### config.mk
export PLATFORM = sky130hd
export DESIGN_NAME = nvmpc_top
export DESIGN_NICKNAME = d
export VERILOG_FILES = /design/src/shared/nvmpc_pkg.sv /design/src/hw/nvmpc_cmd_pulse.sv /design/src/hw/nvmpc_top.sv
export VERILOG_INCLUDE_DIRS = /design/src /design/src/shared
export SDC_FILE = /design/constraint.sdc
export NUM_CORES = 1
export LEC_CHECK = 0
export BUFFER_PORTS_ARGS = -buffer_cell sky130_fd_sc_hd__buf_2
export CORE_MARGIN = 1
export CORE_UTILIZATION = 30
export DETAILED_ROUTE_END_ITERATION = 6
export PLACE_DENSITY = 0.66
export RECOVER_POWER = 100
export SLEW_MARGIN = 20
export SYNTH_ARGS = -nofsm -noshare
export SYNTH_HDL_FRONTEND = slang
export SYNTH_SLANG_ARGS = --single-unit
### constraint.sdc
create_clock -name pclk -period 2.9 [get_ports pclk]
set_clock_uncertainty 0.05 [all_clocks]
set_input_delay 0.29 -clock pclk [delete_from_list [all_inputs] [get_ports pclk]]
set_output_delay 0.29 -clock pclk [all_outputs]
set_load 0.05 [all_outputs]
### src/shared/nvmpc_cfg.svh
// Offsets, field positions, reset values and constants of the NVM control.
`ifndef NVMPC_CFG_SVH
`define NVMPC_CFG_SVH

// ****************************************************************
// Register indices (byte address is four times the index)
// ****************************************************************
`define NVMPC_IDX_KEY       16'h4008
`define NVMPC_IDX_SCRATCH   16'h4009
`define NVMPC_IDX_CTL       16'h400a
`define NVMPC_IDX_STATUS    16'h4010

// ****************************************************************
// Control word fields
// ****************************************************************
`define NVMPC_CTL_PROG      15
`define NVMPC_CTL_MEM       13
`define NVMPC_CTL_FINAL     11
`define NVMPC_CTL_VERIFY    10
`define NVMPC_CTL_WRITE     9
`define NVMPC_CTL_READ      8
`define NVMPC_CTL_MARGIN_HI 7
`define NVMPC_CTL_MARGIN_LO 6
`define NVMPC_CTL_BULK      5
`define NVMPC_CTL_PAGE_HI   1
`define NVMPC_CTL_PAGE_LO   0

// ****************************************************************
// Status word fields
// ****************************************************************
`define NVMPC_ST_PROG       0
`define NVMPC_ST_FINAL      1
`define NVMPC_ST_UNLOCK     2
`define NVMPC_ST_REJECT     3

// ****************************************************************
// Command slots
// ****************************************************************
`define NVMPC_CMD_READ      0
`define NVMPC_CMD_WRITE     1
`define NVMPC_CMD_VERIFY    2
`define NVMPC_CMD_FINAL     3
`define NVMPC_NUM_CMD       4

// ****************************************************************
// Reset values and codes
// ****************************************************************
`define NVMPC_SCRATCH_RST   16'h0000
`define NVMPC_MEM_RST       1'b1
`define NVMPC_MARGIN_RST    2'h0
`define NVMPC_MARGIN_RSVD   2'h1
`define NVMPC_PAGE_RST      2'h0
`define NVMPC_PAGE_IMG_RSVD 2'h3
`define NVMPC_IMG_PAGE_BASE 3'h2
`define NVMPC_UNLOCK_KEY    16'h9716

`endif

### src/shared/nvmpc_pkg.sv
// Types shared by the NVM program control block.
package nvmpc_pkg;
  typedef logic [2:0] nvmpc_page_t;
  typedef logic [15:0] nvmpc_word_t;
endpackage

### src/hw/nvmpc_cmd_pulse.sv
// One command slot: turns an accepted command bit into a one-cycle pulse.
module nvmpc_cmd_pulse (
  // Clock and reset
  input  wire logic pclk,
  input  wire logic presetn,
  // Command request
  input  wire logic fire,
  input  wire logic allow,
  // Issued command
  output logic      pulse_q
);

  always_ff @(posedge pclk or negedge presetn) begin
    if (!presetn) begin
      pulse_q <= 1'b0;
    end else begin
      pulse_q <= fire && allow;
    end
  end

endmodule // nvmpc_cmd_pulse

### src/hw/nvmpc_top.sv
// NVM program control and host scratch register behind an APB slave.
// Behaviour
// - 16-bit scratch register, read/write, resets zero.
// - Scratch keeps its value through backup state.
// - Program state set by write, held until reset.
// - Bit 13 targets OTP (1) or image.
// - Finalise command blocks later OTP programming.
// - Bit 10 issues verify; zero does nothing.
// - Bit 9 issues write; zero does nothing.
// - Bit 8 issues read; zero does nothing.
// - Margin field: normal, margin 1, margin 2.
// - Bit 5 chooses single page or all.
// - OTP single page: codes map to 0..3.
// - Image single page: codes map to 2..4.
// - Protected fields writable only when unlocked.
//
// Local design decision: the APB interface to the registers.
`include "nvmpc_cfg.svh"

module nvmpc_top (
  // Clock and reset
  input  wire logic        pclk,
  input  wire logic        presetn,
  // APB slave
  input  wire logic        psel,
  input  wire logic        penable,
  input  wire logic        pwrite,
  input  wire logic [17:0] paddr,
  input  wire logic [31:0] pwdata,
  output logic      [31:0] prdata,
  output logic             pready,
  output logic             pslverr,
  // Power state, from the always-on domain
  input  wire logic        backup_state,
  // Memory command outputs
  output logic             nvm_program_state_select,
  output logic             nvm_target_otp,
  output logic      [1:0]  nvm_margin_level,
  output logic             nvm_all_pages,
  output logic      [2:0]  nvm_page,
  output logic             nvm_cmd_read,
  output logic             nvm_cmd_write,
  output logic             nvm_cmd_verify,
  output logic             nvm_cmd_finalise,
  output logic             nvm_finalised,
  // Scratch value
  output logic      [15:0] host_scratch_value
);

  // ****************************************************************
  // Bus decode
  // ****************************************************************
  logic                      acc;
  logic                      wr_en;
  logic                      hit_key;
  logic                      hit_scr;
  logic                      hit_ctl;
  logic                      hit_st;
  logic                      mapped;
  logic                      pready_q;
  logic                      pslverr_q;
  logic [31:0]               prdata_q;
  logic [31:0]               rd_d;
  nvmpc_pkg::nvmpc_word_t    wdat;

  assign wdat    = pwdata[15:0];
  assign acc     = psel && penable;
  assign hit_key = (paddr[17:2] == `NVMPC_IDX_KEY);
  assign hit_scr = (paddr[17:2] == `NVMPC_IDX_SCRATCH);
  assign hit_ctl = (paddr[17:2] == `NVMPC_IDX_CTL);
  assign hit_st  = (paddr[17:2] == `NVMPC_IDX_STATUS);
  assign mapped  = (hit_key || hit_scr || hit_ctl || hit_st)
                   && (paddr[1:0] == 2'h0);
  // Writes land only on the completing edge of a mapped access.
  assign wr_en   = acc && pready_q && pwrite && mapped;

  // ****************************************************************
  // Register state
  // ****************************************************************
  logic [15:0]               scratch_q;
  logic                      unlocked_q;
  logic                      prog_q;
  logic                      mem_q;
  logic [1:0]                margin_q;
  logic                      bulk_q;
  logic [1:0]                page_q;
  logic                      final_q;
  logic                      reject_q;
  logic                      mem_d;
  logic [1:0]                margin_d;
  logic                      bulk_d;
  logic [1:0]                page_d;
  nvmpc_pkg::nvmpc_page_t    phys_d;
  nvmpc_pkg::nvmpc_page_t    phys_q;
  logic                      ctl_wr;
  logic                      ctl_wr_key;
  logic [`NVMPC_NUM_CMD-1:0] cmd_fire;
  logic [`NVMPC_NUM_CMD-1:0] cmd_allow;
  logic [`NVMPC_NUM_CMD-1:0] cmd_q;
  logic                      page_ok;
  logic                      margin_ok;
  logic                      any_reject;

  // ****************************************************************
  // Backup state synchroniser
  // ****************************************************************
  logic bk_s1_q;
  logic bk_s2_q;
  logic bk_s3_q;
  logic bk_q;
  logic bk_entry;

  always_ff @(posedge pclk or negedge presetn) begin
    if (!presetn) begin
      bk_s1_q <= 1'b0;
      bk_s2_q <= 1'b0;
      bk_s3_q <= 1'b0;
      bk_q    <= 1'b0;
    end else begin
      bk_s1_q <= backup_state;
      bk_s2_q <= bk_s1_q;
      bk_s3_q <= bk_s2_q;
      if (bk_s2_q == bk_s3_q) begin
        bk_q <= bk_s3_q;
      end
    end
  end

  assign bk_entry = (bk_s2_q == bk_s3_q) && bk_s3_q && !bk_q;

  // ****************************************************************
  // Scratch register
  // ****************************************************************
  // Only device reset clears it; the backup state has no path here.
  always_ff @(posedge pclk or negedge presetn) begin
    if (!presetn) begin
      scratch_q <= `NVMPC_SCRATCH_RST;
    end else if (wr_en && hit_scr) begin
      scratch_q <= wdat;
    end
  end

  // ****************************************************************
  // Unlock key
  // ****************************************************************
  // Entering backup drops the unlock so stale access cannot survive it.
  always_ff @(posedge pclk or negedge presetn) begin
    if (!presetn) begin
      unlocked_q <= 1'b0;
    end else if (bk_entry) begin
      unlocked_q <= 1'b0;
    end else if (wr_en && hit_key) begin
      unlocked_q <= (wdat == `NVMPC_UNLOCK_KEY);
    end
  end

  // ****************************************************************
  // Control fields
  // ****************************************************************
  assign ctl_wr     = wr_en && hit_ctl;
  assign ctl_wr_key = ctl_wr && unlocked_q;

  always_comb begin
    mem_d    = mem_q;
    margin_d = margin_q;
    bulk_d   = bulk_q;
    page_d   = page_q;
    if (ctl_wr) begin
      bulk_d = wdat[`NVMPC_CTL_BULK];
      page_d = wdat[`NVMPC_CTL_PAGE_HI:`NVMPC_CTL_PAGE_LO];
    end
    if (ctl_wr_key) begin
      mem_d    = wdat[`NVMPC_CTL_MEM];
      margin_d = wdat[`NVMPC_CTL_MARGIN_HI:`NVMPC_CTL_MARGIN_LO];
    end
  end

  always_comb begin
    if (mem_d) begin
      phys_d = {1'b0, page_d};
    end else begin
      phys_d = `NVMPC_IMG_PAGE_BASE + {1'b0, page_d};
    end
  end

  always_ff @(posedge pclk or negedge presetn) begin
    if (!presetn) begin
      mem_q    <= `NVMPC_MEM_RST;
      margin_q <= `NVMPC_MARGIN_RST;
      bulk_q   <= 1'b0;
      page_q   <= `NVMPC_PAGE_RST;
      phys_q   <= {1'b0, `NVMPC_PAGE_RST};
    end else begin
      mem_q    <= mem_d;
      margin_q <= margin_d;
      bulk_q   <= bulk_d;
      page_q   <= page_d;
      phys_q   <= phys_d;
    end
  end

  // Program state can only be entered; nothing but reset leaves it.
  always_ff @(posedge pclk or negedge presetn) begin
    if (!presetn) begin
      prog_q <= 1'b0;
    end else if (ctl_wr_key && wdat[`NVMPC_CTL_PROG]) begin
      prog_q <= 1'b1;
    end
  end

  // ****************************************************************
  // Commands
  // ****************************************************************
  // Reserved margin refuses read and verify; the reserved image page code refuses read, write and verify.
  assign margin_ok = (margin_d != `NVMPC_MARGIN_RSVD);
  assign page_ok   = bulk_d || mem_d
                     || (page_d != `NVMPC_PAGE_IMG_RSVD);

  assign cmd_fire[`NVMPC_CMD_READ]   = ctl_wr_key && wdat[`NVMPC_CTL_READ];
  assign cmd_fire[`NVMPC_CMD_WRITE]  = ctl_wr_key && wdat[`NVMPC_CTL_WRITE];
  assign cmd_fire[`NVMPC_CMD_VERIFY] = ctl_wr_key
                                       && wdat[`NVMPC_CTL_VERIFY];
  assign cmd_fire[`NVMPC_CMD_FINAL]  = ctl_wr_key && wdat[`NVMPC_CTL_FINAL];

  assign cmd_allow[`NVMPC_CMD_READ]   = margin_ok && page_ok;
  assign cmd_allow[`NVMPC_CMD_WRITE]  = page_ok
                                        && !(mem_d && final_q);
  assign cmd_allow[`NVMPC_CMD_VERIFY] = margin_ok && page_ok;
  assign cmd_allow[`NVMPC_CMD_FINAL]  = 1'b1;

  for (genvar i = 0; i < `NVMPC_NUM_CMD; i++) begin : g_cmd
    nvmpc_cmd_pulse u_pulse (
      .pclk    (pclk),
      .presetn (presetn),
      .fire    (cmd_fire[i]),
      .allow   (cmd_allow[i]),
      .pulse_q (cmd_q[i])
    );
  end

  always_ff @(posedge pclk or negedge presetn) begin
    if (!presetn) begin
      final_q <= 1'b0;
    end else if (cmd_fire[`NVMPC_CMD_FINAL]) begin
      final_q <= 1'b1;
    end
  end

  // A refusal in the same cycle as the clear wins over the clear.
  assign any_reject = |(cmd_fire & ~cmd_allow);

  always_ff @(posedge pclk or negedge presetn) begin
    if (!presetn) begin
      reject_q <= 1'b0;
    end else if (any_reject) begin
      reject_q <= 1'b1;
    end else if (wr_en && hit_st && pwdata[`NVMPC_ST_REJECT]) begin
      reject_q <= 1'b0;
    end
  end

  // ****************************************************************
  // Read path and answer
  // ****************************************************************
  always_comb begin
    rd_d = 32'h0000_0000;
    if (hit_scr) begin
      rd_d[15:0] = scratch_q;
    end else if (hit_ctl) begin
      rd_d[`NVMPC_CTL_PROG]   = prog_q;
      rd_d[`NVMPC_CTL_MEM]    = mem_q;
      rd_d[`NVMPC_CTL_MARGIN_HI:`NVMPC_CTL_MARGIN_LO] = margin_q;
      rd_d[`NVMPC_CTL_BULK]   = bulk_q;
      rd_d[`NVMPC_CTL_PAGE_HI:`NVMPC_CTL_PAGE_LO] = page_q;
    end else if (hit_st) begin
      rd_d[`NVMPC_ST_PROG]    = prog_q;
      rd_d[`NVMPC_ST_FINAL]   = final_q;
      rd_d[`NVMPC_ST_UNLOCK]  = unlocked_q;
      rd_d[`NVMPC_ST_REJECT]  = reject_q;
    end
  end

  // One wait state: pready rises the cycle after the access phase opens.
  always_ff @(posedge pclk or negedge presetn) begin
    if (!presetn) begin
      pready_q  <= 1'b0;
      pslverr_q <= 1'b0;
      prdata_q  <= 32'h0000_0000;
    end else begin
      pready_q  <= acc && !pready_q;
      pslverr_q <= acc && !pready_q && !mapped;
      prdata_q  <= (acc && !pready_q && !pwrite && mapped)
                   ? rd_d : 32'h0000_0000;
    end
  end

  // ****************************************************************
  // Outputs
  // ****************************************************************
  assign prdata                   = prdata_q;
  assign pready                   = pready_q;
  assign pslverr                  = pslverr_q;
  assign host_scratch_value       = scratch_q;
  assign nvm_program_state_select = prog_q;
  assign nvm_target_otp           = mem_q;
  assign nvm_margin_level         = margin_q;
  assign nvm_all_pages            = bulk_q;
  assign nvm_page                 = phys_q;
  assign nvm_cmd_read             = cmd_q[`NVMPC_CMD_READ];
  assign nvm_cmd_write            = cmd_q[`NVMPC_CMD_WRITE];
  assign nvm_cmd_verify           = cmd_q[`NVMPC_CMD_VERIFY];
  assign nvm_cmd_finalise         = cmd_q[`NVMPC_CMD_FINAL];
  assign nvm_finalised            = final_q;
endmodule // nvmpc_top

==> results of run 1 <==
==> flip-flops by register name (all words and copies together), names as in the netlist <==
| name | flops |
|---|---|
| bk_q | 1 |
| bk_s2_q | 1 |
| nvm_all_pages | 1 |
| host_scratch_value | 16 |
| g_cmd.u_pulse.pulse_q | 4 |
| nvm_target_otp | 1 |
| reject_q | 1 |
| bk_s3_q | 1 |
| nvm_margin_level | 2 |
| nvm_page | 3 |
| nvm_program_state_select | 1 |
| prdata | 16 |
| pslverr | 1 |
| page_q | 1 |
| bk_s1_q | 1 |
| nvm_finalised | 1 |
| unlocked_q | 1 |
| pready | 1 |
==> stage by stage <==
step / instance area (um^2) / utilization / power, W / hold WS (ns)
floorplan: 2540 / - / 0.000865 / -0.0556
global placement: 2970 / 0.379 / 0.000912 / 0.282
detailed placement: 2970 / 0.379 / 0.000915 / 0.289
CTS: 3120 / 0.397 / 0.00152 / 0.0304
global route: 3000 / 0.382 / 0.00156 / 0.0298
finish: 3000 / 0.382 / 0.00150 / 0.0421
==> worst max-delay path, delay by kind of cell, from the launching register on <==
| family | cells | cell delay [ns] |
|---|---|---|
| AND/OR/NAND/NOR | 3 | 0.50 |
| adder cells (fa/ha/maj) | 1 | 0.25 |
| multiplexers | 1 | 0.25 |
| flip-flops | 1 | 0.40 |
| buffers and inverters | 1 | 0.35 |
==> metal layers <==
metal	share of wire	global-route usage
met1	0.41	0.167
met2	0.47	0.216
met3	0.094	0.0550
met4	0.022	0.0538
met5	0	0
==> power by group through the flow <==
stage / Clock, W / Combinational, W / Sequential, W
after floorplan: 0 / 0.0000842 / 0.000781
after global placement: 0 / 0.000136 / 0.000776
after detailed placement: 0 / 0.000139 / 0.000776
after CTS: 0.000615 / 0.000139 / 0.000761
after global routing: 0.000648 / 0.000146 / 0.000763
final: 0.000599 / 0.000135 / 0.000762
==> cell usage in the layout, fill, tap and decap left out, types with 2 or more instances in the layout <==
| cell type | instances |
|---|---|
| a21o_1 | 2 |
| a21oi_1 | 2 |
| a22oi_1 | 8 |
| and2_0 | 6 |
| and2_1 | 2 |
| and3_1 | 3 |
| and4_2 | 3 |
| buf_2 | 37 |
| bufinv_16 | 2 |
| clkbuf_1 | 53 |
| clkbuf_8 | 6 |
| conb_1 | 16 |
| dfrtp_1 | 53 |
| ha_1 | 2 |
| inv_1 | 6 |
| mux2_1 | 10 |
| mux2_2 | 12 |
| mux2i_1 | 2 |
| nand2_1 | 2 |
| nand3_1 | 2 |
| nand4_1 | 5 |
| nor2_1 | 15 |
| nor3_1 | 2 |
| nor3b_1 | 3 |
| nor4_1 | 2 |
| nor4_4 | 2 |
| nor4bb_1 | 3 |
==> area by class of cell <==
type                            count  area share
Tap cell                          102      0.0425
Multi-Input combinational cell    123       0.321
Sequential cell                    54       0.451
Timing Repair Buffer               91       0.131
Clock inverter                      2      0.0200
Clock buffer                        6      0.0275
Inverter                            6     0.00751
==> kinds of logic after synthesis <==
group,after synthesis
compound gates,20
buf+inv,27
flops,54
fa+ha+maj,2
mux,25
simple gates,60
other cells,1
==> final timing paths <==
kind                                                endpoint  depth (start not counted)              start
setup reg to reg                       nvm_page[1]$_DFF_PN0_                          6   pready$_DFF_PN0_
setup / recovery                       nvm_page[1]$_DFF_PN0_                          6   pready$_DFF_PN0_
min in group asynchronous  host_scratch_value[9]$_DFFE_PN0P_                          1            presetn
hold / removal                             bk_s1_q$_DFF_PN0_                          1       backup_state
hold reg to reg                            bk_s2_q$_DFF_PN0_                          0  bk_s1_q$_DFF_PN0_
max in group asynchronous             unlocked_q$_DFFE_PN0P_                          2            presetn
==> impl_metrics.py, run 1 <==
metrics = {
    "synthesis": {
        "syn_area_per_cell_um2": 13.1,
        "yosys.area.top_type": "dfrtp_1",
        "synth_top_family_by_area": "simple AND/OR/NAND/NOR gates",
        "synthCells": 189,
        "ys_top_cells_by_count": "dfrtp_1, buf_4, nor2_1",
        "synth_adder_area_share": 0.0101,
        "async_reset_ff_frac": 1.00,
        "netlist_top_cells_area": "dfrtp_1, mux2_4, mux2_2",
        "ys_seq_area_frac": 0.545,
        "synth_top_area_share": 0.534,
        "yosys_register_bits": 54,
        "syn_area_um2": 2480,
        "synth-edff-count": 0,
        "yosys_most_used_dff": "dfrtp_1",
        "synthMuxAreaShare": 0.128,
        "synth_compound_area_frac": 0.0625,
        "yosysMostFrequentCell": "dfrtp_1",
        "synth_xor_area_frac": 0,
        "synth-simple-area-share": 0.180,
        "synth_cell_types": 46,
        "ys_warn_count": 0,
    },
    "global_route": {
        "gr-total-overflow": 0,
        "grt_max_degree": 41,
        "grtUsageTotal": 0.137,
        "grt_pass1_vias": 1755,
        "grt_pass1_wl_mm": 9.03,
        "antenna_found_initial": 0,
    },
    "clocking": {
        "clk_latency_ns": 0.31,
        "cts_buffers": 5,
        "post_cts_buffers": 0,
        "numClockSinks": 54,
        "cts_root_buffer": "clkbuf_8",
        "cts_tree": "done",
        "cts-htree-levels": 2,
        "path_clk_slew_ns": 0.09,
        "ctsResizeCount": 0,
        "cts_hold_buffers": 0,
        "clock_path_buffers": 2,
    },
    "drt": {
        "routed_wl_mm": 5.70,
        "vias": 1798,
        "ant_nets": 0,
        "drtIter0Drc": 121,
        "route.detailed.drc": 0,
        "wl_per_cell_um": 14.8,
        "drtPass1Iterations": 4,
        "avgViaCountPerCell": 4.68,
    },
    "floorplan": {
        "die_w_um": 93.0,
        "die-area_um2": 8640,
        "die_h_um": 93.0,
        "core_um2": 7850,
        "ios": 119,
        "initial_core_util": 0.316,
        "num_rows": 32,
    },
    "timing": {
        "tns_ns": 0,
        "drv_slew": 41,
        "tightest_slew_ns": 2.01,
        "fmax_mhz": 524,
        "rsz0062_at_grt": "no",
        "maxSlewHeadroom": -0.341,
        "hold_viol": 0,
        "finalSetupViolations": 0,
        "fin_crit_sh": 0.658,
        "setup_ws_ns": 0.991,
        "period_minus_slack_ns": 1.91,
    },
    "worst_setup_path": {
        "cp_max_fo": 6,
        "worstPathCellList": "and4_1 -> nand4_1 -> nor3_2 -> clkbuf_1 -> mux2i_1 -> ha_1",
        "r2r_slack_ns": 0.99,
        "startpoint_type": "flop",
        "cp-end-kind": "flop",
        "worstPathArrival_ns": 2.05,
        "worstPathRequired_ns": 3.04,
        "cpPeakStageDelay_ns": 0.40,
        "critical_path_class": "flop to flop",
        "critPathSlowestCell": "dfrtp_1",
    },
    "power_and_ir_drop": {
        "share_comb_of_total_power": 0.090,
        "p_sw_w": 0.000336,
        "clockPowerShare": 0.401,
        "p_int_w": 0.00116,
        "seqPwrFrac": 0.509,
        "ir_worst_vdd_mv": 0.208,
        "cellPowerDensity_nw_per_um2": 499,
        "p_sw_frac": 0.225,
        "total_leakage_power_nw": 1.41,
    },
    "placed_design": {
        "dp_cells": 376,
        "portBuffers": 86,
        "place_congestion": 0.811,
        "dp_slack_ns": 0.762,
        "dp_hpwl_mm": 4.45,
    },
    "status": {
        "failed_checks": "capacitance limit, slew limit",
        "status": "finished, violations left",
    },
    "job": {
        "cap_violations": 1,
    },
    "finish": {
        "fin_cells": 384,
        "seq_area_um2": 1350,
        "drive_above_1_share": 0.255,
        "area_delta_synth_final_pct": 20.9,
        "multi_input_area_um2": 963,
        "n_antenna_cell": 0,
        "fillerInstances": 822,
        "layout.nets": 339,
    },
    "worst_hold_path": {
        "hp-class": "input port to flop",
    },
}
No activity file was read; power rests on OpenSTA's default activity.
==> run 2: changes to the inputs <==
--- a/config.mk
+++ b/config.mk
@@ -10,7 +10,7 @@
 export CORE_MARGIN = 1
 export CORE_UTILIZATION = 30
 export DETAILED_ROUTE_END_ITERATION = 6
-export PLACE_DENSITY = 0.66
+export PLACE_DENSITY = 0.68
 export RECOVER_POWER = 100
 export SLEW_MARGIN = 20
 export SYNTH_ARGS = -nofsm -noshare
==> constraint.sdc (replaced) <==
create_clock -name pclk -period 1.6 [get_ports pclk]
set_clock_uncertainty 0.05 [all_clocks]
set_input_delay 0.16 -clock pclk [delete_from_list [all_inputs] [get_ports pclk]]
set_output_delay 0.16 -clock pclk [all_outputs]
set_load 0.05 [all_outputs]
==> run 2 against run 1 <==
  * The flow finishes with violations (setup timing)
  * Register-to-register slack got worse by 1.1 ns
  * Worst setup slack worse by 1.1 ns
  * Sequential cell count is the same
  * Critical path depth fell by 1
  * Die area unchanged
  * Wire length is 5.9% higher
  * Core utilization rose by 3.9 points
  * Cell area grew 10%
  * Clock power increased by 49%
  * Critical path type unchanged
  * First-iteration DRC count is 79% lower
  * Via count is 4.8% higher
  * Global-route usage increased by 0.79 points
==> impl_metrics.py, run 2 (synthesis gave the netlist of run 1 again) <==
metrics = {
    "status": {
        "status": "finished, violations left",
        "failed_checks": "setup timing",
    },
    "timing": {
        "maxSlewHeadroom": 0.526,
        "fmax_mhz": 602,
        "tightest_slew_ns": 0.711,
        "fin_crit_sh": 1.04,
        "rsz0062_at_grt": "yes",
        "setup_ws_ns": -0.0615,
        "period_minus_slack_ns": 1.66,
        "finalSetupViolations": 11,
        "hold_viol": 0,
        "tns_ns": -0.255,
        "drv_slew": 0,
    },
    "drt": {
        "drtIter0Drc": 25,
        "drtPass1Iterations": 4,
        "ant_nets": 0,
        "vias": 1884,
        "wl_per_cell_um": 14.8,
        "route.detailed.drc": 0,
        "avgViaCountPerCell": 4.63,
        "routed_wl_mm": 6.03,
    },
    "worst_setup_path": {
        "reg2regPathDepth": 5,
        "startpoint_type": "flop",
        "cp_max_fo": 3,
        "worstPathArrival_ns": 1.81,
        "r2r_slack_ns": -0.06,
        "cp-end-kind": "flop",
        "worstPathRequired_ns": 1.75,
        "critical_path_class": "flop to flop",
    },
    "clocking": {
        "path_clk_slew_ns": 0.09,
        "cts-htree-levels": 2,
        "numClockSinks": 54,
        "cts_buffers": 5,
        "cts_root_buffer": "clkbuf_8",
        "cts_tree": "done",
        "clock_path_buffers": 2,
        "clk_latency_ns": 0.30,
    },
    "floorplan": {
        "die_w_um": 93.0,
        "die-area_um2": 8640,
        "die_h_um": 93.0,
        "ios": 119,
        "num_rows": 32,
        "initial_core_util": 0.316,
        "core_um2": 7850,
    },
    "job": {
        "cap_violations": 0,
    },
    "power_and_ir_drop": {
        "total_leakage_power_nw": 1.60,
        "cellPowerDensity_nw_per_um2": 768,
        "power.total_w": 0.00254,
        "ir_worst_vdd_mv": 0.360,
    },
    "finish": {
        "area_delta_synth_final_pct": 33.3,
        "layout.nets": 362,
        "mostFrequentLayoutCells": "dfrtp_1, clkbuf_1, buf_2, mux2_4, buf_4",
        "layout_commonest_cell": "dfrtp_1",
        "n_antenna_cell": 0,
        "utilization": 0.422,
        "drive_above_1_share": 0.397,
    },
    "placed_design": {
        "portBuffers": 86,
        "place_congestion": 0.786,
        "dp_hpwl_mm": 4.58,
        "dp_slack_ns": -0.268,
    },
    "worst_hold_path": {
        "hp-class": "input port to flop",
        "worstHoldPathCells": 2,
    },
    "global_route": {
        "antenna_found_initial": 0,
        "gr-total-overflow": 0,
        "grt_pass1_vias": 1894,
        "grt_max_degree": 55,
        "grt_pass1_wl_mm": 9.56,
        "grtUsageTotal": 0.145,
    },
}
run 2: cell types whose count changed in the layout (fill, tap and decap cells not counted), sizes merged:
| cell | previous run | this run |
|---|---|---|
| bufinv | 2 | 1 |
| clkinv | 0 | 2 |
| clkbuf | 59 | 54 |
| dlygate4sd3 | 0 | 2 |
| buf | 38 | 63 |
run 2: final cells by class:
cell class | count | area (um^2)
fill | 781 | 4540
multi-input combinational | 123 | 1080
inverter | 6 | 22.5
tap | 102 | 128
clock buffer | 5 | 68.8
clock inverter | 3 | 40.0
timing repair buffer | 114 | 616
sequential | 54 | 1350
run 2: report_power, final:
part           switching, W  leakage (nW)  internal, W
combinational      0.000193         0.811    0.0000789
clock              0.000429        0.0579     0.000461
sequential       0.00000554         0.728      0.00137
total              0.000627          1.60      0.00191
run 2: metrics by stage:
step                      instances  hold slack, ns  area (um^2)
final                           407          0.0452         3310
after detailed placement        395           0.128         3160
after CTS                       406          0.0362         3330
after global placement          395           0.124         3160
after floorplan                 204          -0.186         2560
after global routing            407          0.0421         3310
run 2: worst max-delay path, stage by stage, from the launching register on:
cell and delay (ns):
dfrtp_2 0.37, and4_4 0.23, nand4_1 0.17, nor3_4 0.25
mux2i_1 0.24, ha_1 0.24
run 2: repair_timing:
action / in CTS / in global routing
hold endpoints to repair: 54 / 0
buffers inserted: 1 / 2
setup endpoints to repair: 9 / 26
resized for setup: 10 / 9
pin swaps: 1 / 3
hold buffers: 2 / 0
run 2: path summary, 6_finish.rpt:
check                                  startpoint                                 end
worst min-delay path                   pwdata[12]  host_scratch_value[12]$_DFFE_PN0P_
worst min register to register  bk_s1_q$_DFF_PN0_                   bk_s2_q$_DFF_PN0_
worst max register to register   pready$_DFF_PN0_               nvm_page[1]$_DFF_PN0_
max in group asynchronous                 presetn                    pready$_DFF_PN0_
worst max-delay path             pready$_DFF_PN0_               nvm_page[1]$_DFF_PN0_
min in group asynchronous                 presetn  host_scratch_value[12]$_DFFE_PN0P_
run 2: layer usage:
layer,wire length [um],up-vias,GRT usage
li1,-,879,-
met1,2580,926,0.185
met2,2950,74,0.245
met3,428,5,0.0328
met4,75,0,0.0423
met5,0,-,0
